## config.mk

```make
export PLATFORM = sky130hd
export DESIGN_NAME = fdh_top
export DESIGN_NICKNAME = d
export VERILOG_FILES = /design/src/logic/fdh_pkg.sv /design/src/logic/fdh_top.sv /design/src/logic/fdh_sync.sv
export SDC_FILE = /design/constraint.sdc
export NUM_CORES = 1
export LEC_CHECK = 0
export BUFFER_PORTS_ARGS = -buffer_cell sky130_fd_sc_hd__buf_4
export CAP_MARGIN = 20
export CORE_UTILIZATION = 45
export DETAILED_ROUTE_END_ITERATION = 12
export PLACE_DENSITY = 0.72
export SETUP_SLACK_MARGIN = 0.1
export SLEW_MARGIN = 20
export SYNTH_ARGS = -nofsm -noshare
export SYNTH_HDL_FRONTEND = slang
export SYNTH_HIERARCHICAL = 1
export SYNTH_SLANG_ARGS = --single-unit
```

## constraint.sdc

```tcl
create_clock -name hclk -period 2.3 [get_ports hclk]
set_clock_uncertainty 0.1 [all_clocks]
set_input_delay 0.115 -clock hclk [delete_from_list [all_inputs] [get_ports hclk]]
set_output_delay 0.115 -clock hclk [all_outputs]
set_load 0.02 [all_outputs]
```

## src/logic/fdh_pkg.sv

```systemverilog
// Package: register map, field positions, reset values and modes of the discrepancy handler
package fdh_pkg;

    // Register byte offsets
    localparam logic [7:0] FDH_CFG_OFS    = 8'h00;
    localparam logic [7:0] FDH_PSCW_OFS   = 8'h04;
    localparam logic [7:0] FDH_DRV_OFS    = 8'h08;
    localparam logic [7:0] FDH_TOL_OFS    = 8'h0C;
    localparam logic [7:0] FDH_STAT_OFS   = 8'h10;
    localparam logic [7:0] FDH_PSSW_OFS   = 8'h14;

    // Configuration register fields
    localparam int FDH_CFG_MODE_LSB  = 0;
    localparam int FDH_CFG_FSEL_BIT  = 2;

    // Safety control word 1 fields
    localparam int FDH_CW_TOFF_BIT   = 0;
    localparam int FDH_CW_SONE_BIT   = 1;
    localparam int FDH_CW_ACK_BIT    = 7;

    // Drive control register fields
    localparam int FDH_DRV_RUN_BIT   = 0;
    localparam int FDH_DRV_SACK_BIT  = 1;

    // Status register fields
    localparam int FDH_ST_FAULT_LSB  = 0;
    localparam int FDH_ST_SAFE_BIT   = 4;
    localparam int FDH_ST_TOFF_BIT   = 5;
    localparam int FDH_ST_SONE_BIT   = 6;
    localparam int FDH_ST_MOTOR_BIT  = 7;
    localparam int FDH_ST_SACK_BIT   = 8;

    // Safety status word 1: internal event flag
    localparam int FDH_SW_IEV_BIT    = 7;

    // Fault vector index: basic codes 0/1, extended codes 2/3, one per processing channel
    localparam int FDH_FLT_BASIC_CH1 = 0;
    localparam int FDH_FLT_EXT_CH1   = 2;

    // Reset values
    localparam logic [1:0]  FDH_CFG_MODE_RST = 2'h0;
    localparam logic        FDH_CFG_FSEL_RST = 1'b0;
    localparam logic [7:0]  FDH_PSCW_RST     = 8'h03;
    localparam logic [15:0] FDH_TOL_RST      = 16'h01F4;

    // AHB transfer type
    localparam logic [1:0]  FDH_HTRANS_NONSEQ = 2'h2;

    // Function configurations
    typedef enum logic [1:0]
    {
        FDH_MODE_BASIC_TERM,
        FDH_MODE_BASIC_PS_TERM,
        FDH_MODE_EXT_PS_BASIC_TERM,
        FDH_MODE_EXT_TERM
    } fdh_mode_t;

endpackage

```

## src/logic/fdh_top.sv

```systemverilog
// Fail-safe input discrepancy handler with AHB-Lite register access
//
// Added by the designer: the address map and the AHB-Lite register port.
`timescale 1ns/1ns
`default_nettype none

//////////////////////////////////////////////////////////////////////////////////////////////////

// Contract
// - Discrepancy under torque-off keeps torque-off active
// - Discrepancy under stop-one carries out stop-one
// - Basic response in three basic configurations
// - Basic: fault after tolerance, code per channel
// - Basic: set internal event, status bit 7
// - Terminals: clear event by high-low-high input
// - Safety word: bit0/bit1 high-low-high clears event
// - Safety word: bit7 low-high-low acknowledges
// - Restart only after run low then high
// - Extended response when extended on terminals
// - Extended: never flag internal event
// - Extended: fault after tolerance, code per channel
// - Extended: clear by low-high-low acknowledge pulse
// - Detected discrepancy forces input to zero
// - Input stays safe until acknowledge or reset
module fdh_top
    import fdh_pkg::*;
#(
    parameter int TOL_W = 16
) (
    input  wire logic        hclk,
    input  wire logic        hresetn,
    input  wire logic        hsel,
    input  wire logic [31:0] haddr,
    input  wire logic [1:0]  htrans,
    input  wire logic        hwrite,
    input  wire logic [2:0]  hsize,
    input  wire logic [31:0] hwdata,
    input  wire logic        hready,
    output logic             hreadyout,
    output logic             hresp,
    output logic      [31:0] hrdata,
    input  wire logic        fsin_ch_a,
    input  wire logic        fsin_ch_b,
    input  wire logic        fs_ack_in,
    output logic             torque_off_active,
    output logic             stop_one_active,
    output logic             motor_on,
    output logic             internal_event,
    output logic      [3:0]  disc_fault
);

    import fdh_pkg::*;

    //////////////////////////////////////////////////////////////////////////////////////////////

    typedef struct packed
    {
        logic             wr_pend;
        logic [7:0]       wr_addr;
        logic [31:0]      rdata;
        fdh_mode_t        mode;
        logic             fsel;
        logic [7:0]       cw;
        logic             run;
        logic [TOL_W-1:0] tol;
        logic [TOL_W-1:0] cnt;
        logic             disc;
        logic             ie;
        logic [3:0]       fault;
        logic             in_low;
        logic             ps0_low;
        logic             ps1_low;
        logic             ps7_high;
        logic             ack_high;
        logic             std_pend;
        logic             armed;
        logic             motor;
        logic             toff;
        logic             sone;
    } fdh_st_t;

    fdh_st_t    st_r;
    fdh_st_t    st_nxt;
    logic [2:0] pins_sync;
    logic       ch_a;
    logic       ch_b;
    logic       ack_s;

    //////////////////////////////////////////////////////////////////////////////////////////////

    fdh_sync #(
        .WIDTH (3)
    ) u_sync (
        .hclk     (hclk),
        .hresetn  (hresetn),
        .async_in ({fs_ack_in, fsin_ch_b, fsin_ch_a}),
        .sync_out (pins_sync)
    );

    assign ch_a  = pins_sync[0];
    assign ch_b  = pins_sync[1];
    assign ack_s = pins_sync[2];

    //////////////////////////////////////////////////////////////////////////////////////////////

    always_comb
    begin
        logic       addr_ok;
        logic       do_wr;
        logic       basic;
        logic       ps_used;
        logic       equal;
        logic       both_hi;
        logic       both_lo;
        logic       detect;
        logic       clr;
        logic       sel;
        logic       std_ack;
        logic       blocked;
        logic [1:0] flt_idx;
        logic [31:0] rd;

        addr_ok = 1'b0;
        do_wr   = 1'b0;
        basic   = 1'b0;
        ps_used = 1'b0;
        equal   = 1'b0;
        both_hi = 1'b0;
        both_lo = 1'b0;
        detect  = 1'b0;
        clr     = 1'b0;
        sel     = 1'b0;
        std_ack = 1'b0;
        blocked = 1'b0;
        flt_idx = 2'h0;
        rd      = 32'h0000_0000;
        st_nxt  = st_r;

        // Bus write lands in the data phase, one cycle after its address phase
        do_wr   = st_r.wr_pend;
        addr_ok = hsel && hready && (htrans == FDH_HTRANS_NONSEQ);
        st_nxt.wr_pend = addr_ok && hwrite;
        if (addr_ok)
        begin
            st_nxt.wr_addr = haddr[7:0];
        end

        if (do_wr)
        begin
            unique case (st_r.wr_addr)
                FDH_CFG_OFS:
                begin
                    st_nxt.mode = fdh_mode_t'(hwdata[FDH_CFG_MODE_LSB +: 2]);
                    st_nxt.fsel = hwdata[FDH_CFG_FSEL_BIT];
                end
                FDH_PSCW_OFS:
                begin
                    st_nxt.cw = hwdata[7:0];
                end
                FDH_DRV_OFS:
                begin
                    st_nxt.run = hwdata[FDH_DRV_RUN_BIT];
                    std_ack    = hwdata[FDH_DRV_SACK_BIT];
                end
                FDH_TOL_OFS:
                begin
                    st_nxt.tol = hwdata[TOL_W-1:0];
                end
                default:
                begin
                    // Read-only and unmapped words ignore writes
                end
            endcase
        end

        // Configuration decides which response applies
        basic   = (st_r.mode != FDH_MODE_EXT_TERM);
        ps_used = (st_r.mode == FDH_MODE_BASIC_PS_TERM)
                  || (st_r.mode == FDH_MODE_EXT_PS_BASIC_TERM);

        equal   = (ch_a == ch_b);
        both_hi = ch_a && ch_b;
        both_lo = !ch_a && !ch_b;

        // Mismatch must persist past the tolerance; any agreement restarts the count
        if (equal || st_r.disc)
        begin
            st_nxt.cnt = '0;
        end
        else if (st_r.cnt >= st_r.tol)
        begin
            detect = 1'b1;
        end
        else
        begin
            st_nxt.cnt = st_r.cnt + 1'b1;
        end

        // The channel reading low is taken as the broken one
        flt_idx = basic ? 2'(FDH_FLT_BASIC_CH1) : 2'(FDH_FLT_EXT_CH1);
        flt_idx = flt_idx + {1'b0, ch_a};

        // Sequence trackers, armed only while a discrepancy is latched
        if (st_r.disc)
        begin
            if (both_lo)
            begin
                st_nxt.in_low = 1'b1;
            end
            if (!st_r.cw[FDH_CW_TOFF_BIT])
            begin
                st_nxt.ps0_low = 1'b1;
            end
            if (!st_r.cw[FDH_CW_SONE_BIT])
            begin
                st_nxt.ps1_low = 1'b1;
            end
            if (st_r.cw[FDH_CW_ACK_BIT])
            begin
                st_nxt.ps7_high = 1'b1;
            end
            if (ack_s)
            begin
                st_nxt.ack_high = 1'b1;
            end
        end

        // Acknowledge counts only once the two channels agree again
        if (st_r.disc && equal)
        begin
            if (basic)
            begin
                clr = st_r.in_low && both_hi;
                if (ps_used)
                begin
                    clr = clr
                          || (st_r.ps0_low && st_r.cw[FDH_CW_TOFF_BIT])
                          || (st_r.ps1_low && st_r.cw[FDH_CW_SONE_BIT]);
                    clr = clr || (st_r.ps7_high && !st_r.cw[FDH_CW_ACK_BIT]);
                end
            end
            else
            begin
                clr = st_r.ack_high && !ack_s;
            end
        end

        if (detect)
        begin
            st_nxt.disc            = 1'b1;
            st_nxt.fault[flt_idx]  = 1'b1;
            st_nxt.ie              = basic;
            st_nxt.in_low          = 1'b0;
            st_nxt.ps0_low         = 1'b0;
            st_nxt.ps1_low         = 1'b0;
            st_nxt.ps7_high        = 1'b0;
            st_nxt.ack_high        = 1'b0;
        end
        else if (clr)
        begin
            st_nxt.disc     = 1'b0;
            st_nxt.ie       = 1'b0;
            st_nxt.fault    = 4'h0;
            st_nxt.in_low   = 1'b0;
            st_nxt.ps0_low  = 1'b0;
            st_nxt.ps1_low  = 1'b0;
            st_nxt.ps7_high = 1'b0;
            st_nxt.ack_high = 1'b0;
        end

        // After a fail-safe acknowledge the standard acknowledge is still owed
        if (clr)
        begin
            st_nxt.std_pend = 1'b1;
        end
        else if (std_ack)
        begin
            st_nxt.std_pend = 1'b0;
        end

        // A latched discrepancy reads as zero, which selects the configured function
        sel = st_r.disc || !both_hi;
        st_nxt.toff = (sel && !st_r.fsel)
                      || (ps_used && !st_r.cw[FDH_CW_TOFF_BIT]);
        st_nxt.sone = (sel && st_r.fsel)
                      || (ps_used && !st_r.cw[FDH_CW_SONE_BIT]);

        // Restart needs a fresh low on the run command once nothing blocks it
        // Judged on next-state values so the motor drops on the edge the block appears
        blocked = st_nxt.toff || st_nxt.sone || st_nxt.disc || st_nxt.ie || st_nxt.std_pend;
        if (blocked)
        begin
            st_nxt.armed = 1'b0;
            st_nxt.motor = 1'b0;
        end
        else
        begin
            if (!st_r.run)
            begin
                st_nxt.armed = 1'b1;
            end
            st_nxt.motor = st_r.run && (st_r.armed || st_r.motor);
        end

        // Read data is captured in the address phase and shown in the data phase
        if (addr_ok && !hwrite)
        begin
            unique case (haddr[7:0])
                FDH_CFG_OFS:
                begin
                    rd[FDH_CFG_MODE_LSB +: 2] = st_r.mode;
                    rd[FDH_CFG_FSEL_BIT]      = st_r.fsel;
                end
                FDH_PSCW_OFS:
                begin
                    rd[7:0] = st_r.cw;
                end
                FDH_DRV_OFS:
                begin
                    rd[FDH_DRV_RUN_BIT] = st_r.run;
                end
                FDH_TOL_OFS:
                begin
                    rd[TOL_W-1:0] = st_r.tol;
                end
                FDH_STAT_OFS:
                begin
                    rd[FDH_ST_FAULT_LSB +: 4] = st_r.fault;
                    rd[FDH_ST_SAFE_BIT]       = st_r.disc;
                    rd[FDH_ST_TOFF_BIT]       = st_r.toff;
                    rd[FDH_ST_SONE_BIT]       = st_r.sone;
                    rd[FDH_ST_MOTOR_BIT]      = st_r.motor;
                    rd[FDH_ST_SACK_BIT]       = st_r.std_pend;
                end
                FDH_PSSW_OFS:
                begin
                    rd[FDH_SW_IEV_BIT] = st_r.ie;
                end
                default:
                begin
                    rd = 32'h0000_0000;
                end
            endcase
            st_nxt.rdata = rd;
        end
    end

    //////////////////////////////////////////////////////////////////////////////////////////////

    // Power-on reset is the only way out besides a valid acknowledge sequence
    always_ff @(posedge hclk or negedge hresetn)
    begin
        if (!hresetn)
        begin
            st_r      <= '0;
            st_r.mode <= fdh_mode_t'(FDH_CFG_MODE_RST);
            st_r.fsel <= FDH_CFG_FSEL_RST;
            st_r.cw   <= FDH_PSCW_RST;
            st_r.tol  <= FDH_TOL_RST[TOL_W-1:0];
            st_r.toff <= 1'b1;
            st_r.sone <= 1'b0;
        end
        else
        begin
            st_r <= st_nxt;
        end
    end

    //////////////////////////////////////////////////////////////////////////////////////////////

    assign hreadyout         = 1'b1;
    assign hresp             = 1'b0;
    assign hrdata            = st_r.rdata;
    assign torque_off_active = st_r.toff;
    assign stop_one_active   = st_r.sone;
    assign motor_on          = st_r.motor;
    assign internal_event    = st_r.ie;
    assign disc_fault        = st_r.fault;

endmodule

`default_nettype wire

```

## src/logic/fdh_sync.sv

```systemverilog
// Two-stage synchroniser for a vector of asynchronous pin inputs
`timescale 1ns/1ns
`default_nettype none

module fdh_sync #(
    parameter int WIDTH = 3
) (
    input  wire logic             hclk,
    input  wire logic             hresetn,
    input  wire logic [WIDTH-1:0] async_in,
    output logic      [WIDTH-1:0] sync_out
);

    typedef struct packed
    {
        logic [WIDTH-1:0] meta;
        logic [WIDTH-1:0] stable;
    } fdh_sync_st_t;

    fdh_sync_st_t st_r;
    fdh_sync_st_t st_nxt;

    always_comb
    begin
        st_nxt        = st_r;
        st_nxt.meta   = async_in;
        st_nxt.stable = st_r.meta;
    end

    always_ff @(posedge hclk or negedge hresetn)
    begin
        if (!hresetn)
        begin
            st_r <= '0;
        end
        else
        begin
            st_r <= st_nxt;
        end
    end

    assign sync_out = st_r.stable;

endmodule

`default_nettype wire

```

==> out/results.ini <==
[critical_path]
crit_buf_inv=2
cp-start-kind=flip-flop
reg2reg_depth=8
crit_family=compound AO/OA/AOI/OAI gates
critical-path-slowest-cell=dfrtp_1
required_ns=2.45
cp_num_cells=8
arrival_ns=2.44
critPathKind=reg2reg
path_cells=ha_1 -> nand2b_4 -> a2111oi_4 -> buf_4 -> o41a_4 -> a31oi_4 -> buf_12 -> a32o_2
worst_setup_path_end_kind=flip-flop
timing.rr.start=st_r[32]
reg2reg_to=disc_fault[3]
max_stage_delay_ns=0.41
rrSetupSlack_ns=0.009
worstPathMaxFanout=13

[placement]
gp_congestion=0.805
portBuffers=57
dp_hpwl_um=7730
pre_cts_ws_ns=-0.0534

[hold_path]
hold_class=in2reg
min_to=st_r[95]
min-delay-start=haddr[3]
holdPathStages=2

[timing]
final.min_clock_period_ns=2.29
worst_slack_ns=0.00929
fmax_mhz=437
worst-slew-pin-transition_ns=0.754
hold_slack_ns=0.0678
hold_viol=0
relSlewSlack_pct=49.8
slew_violations=0
period_share_pct=99.6
final-setup-viol-count=0
rsz0062_at_grt=true

[die]
die_w_um=106
io_pins=119
fp.dieH_um=106
start_util_pct=46.8
coreArea_sq_mm=0.0104
die_area_sq_mm=0.0113
rows=37

[yosys]
synth-seq-cells=91
synth_top_area_share_pct=42.1
synth-edff-count=0
ys_warn_count=6
seq_area_frac_synth_pct=46.9
async_flop_share_pct=100
synth_area_leaders=dfrtp_1, mux2_2, buf_4
yosysTopAreaCell=dfrtp_1
avgSynthCellArea_sq_um=11.0
syn_inst=444
yosysUniqueCellTypes=57
syn_area_sq_mm=0.00488
ys.flop_type=dfrtp_1

[final_layout]
nets=629
antenna_cells=0
area_delta_synth_final_pct=24.3
final_core_util_pct=58.2
final_cell_mix=dfrtp_1, buf_4, nand2_1, mux2_2, dlygate4sd3_1
drive_gt1_share_pct=33.1
layout_commonest_cell=dfrtp_1

[clocking]
htreeDepth=3
cts-root-buf=clkbuf_8
cts_buffers=9
cts_sinks=91
clk-insertion-delay-late_ns=0.36
cts_tree=yes
cts.clk_slew.worst_paths_ns=0.09
cts_buffer_depth=2

[global_routing]
grt_pass1_vias=3649
grt_pass1_wl_um=18300
grt_use_total_pct=20.9
grt_overflow=0
grt_max_degree=49
antenna_found_initial=0

[routing]
wl_per_cell_um=16.6
drc_errors=0
ant_nets=0
vias=3665
viasPerCell=5.45
firstDrtPassIters=4
drt_iter0_markers=174
wl_um=11200

[power_and_ir_drop]
ir_worst_vdd_uv=395
p_leak_nw=2.85
powerDensity_mw_per_mm2=544
fin_total_pwr_mw=3.30

[run]
drv_cap=0

[outcome]
status=completed

[Yosys cell counts, types with 3 or more instances]
library cell	n
ha_1	20
a22o_1	11
inv_1	28
nand2_1	35
nand4_1	15
a21oi_1	11
nor3_1	10
nand2b_1	15
clkbuf_1	8
a22oi_1	6
mux2i_1	19
buf_4	38
nor2_1	6
o21ai_0	7
and3_1	4
nand3_1	8
nor4_1	11
buf_1	3
dfrtp_1	82
or2b_2	3
mux2_2	28
dfstp_2	9
o21ai_1	9
a32o_2	4
nor2b_1	5
mux2_1	10
[sequential cells by signal, summed over array words and instances, names as in the netlist]
| name | cells |
|---|---|
| st_r | 61 |
| motor_on | 1 |
| u_sync/st_nxt | 3 |
| hrdata | 16 |
| internal_event | 1 |
| stop_one_active | 1 |
| u_sync/sync_out | 3 |
| torque_off_active | 1 |
| disc_fault | 4 |
[report_power, final]
group,switching [mW],internal [mW],leakage (nW),total (mW)
Combinational,0.227,0.218,1.61,0.445
Clock,0.588,0.508,0.0862,1.10
Sequential,0.0674,1.69,1.15,1.76
Total,0.883,2.41,2.85,3.30
[cells by family (layout without fill, tap and decap cells)]
kind of cell	Yosys count	in the layout	synth area share, %
AND/OR/NAND/NOR	126	126	14.7
flip-flops	91	91	46.9
buffers and inverters	80	157	9.41
AO/OA/AOI/OAI	67	67	10.6
multiplexers	58	58	13.1
adder cells (fa/ha/maj)	20	20	5.13
other	2	18	0.154
[worst max path at each step]
stage                        start       endpoint  slack, ns
final                     st_r[32]  disc_fault[3]      0.009
after CTS                 st_r[16]       st_r[22]      0.008
after detailed placement  st_r[39]       st_r[28]      -0.05
after global placement    st_r[39]       st_r[31]       0.03
after global routing      st_r[32]  disc_fault[2]      -0.06
after floorplan           st_r[40]       st_r[24]       0.08
[what timing repair did]
action | 4_1_cts | 5_1_grt
hold buffers | 28 | 0
endpoints found under the setup margin | 28 | 29
pin swaps | 1 | 2
hold endpoints to repair | 80 | 0
gates resized for setup | 11 | 16
setup buffers | 2 | 7
[stage by stage]
step,instances,cell area (sq um),TNS (ns)
floorplan,460,4960,0
global placement,620,5370,0
detailed placement,620,5370,-0.116
CTS,666,5930,0
global route,673,6060,-0.578
finish,673,6060,0
[routing by layer]
metal  global-route usage [%]  wire length, um  vias up
met5                        0                0        -
met4                     7.84              308        0
met3                     4.05              471       25
met2                     35.0             5530      103
met1                     26.8             4880     1825
li1                         -                -     1712
[layout make-up]
type	instances	area [sq um]
Inverter	28	105
Sequential cell	91	2290
Fill cell	878	4350
Timing Repair Buffer	113	951
Clock buffer	11	131
Clock inverter	5	61.3
Multi-Input combinational cell	289	2360
Tap cell	136	170
(Power assumes the default switching activity.)
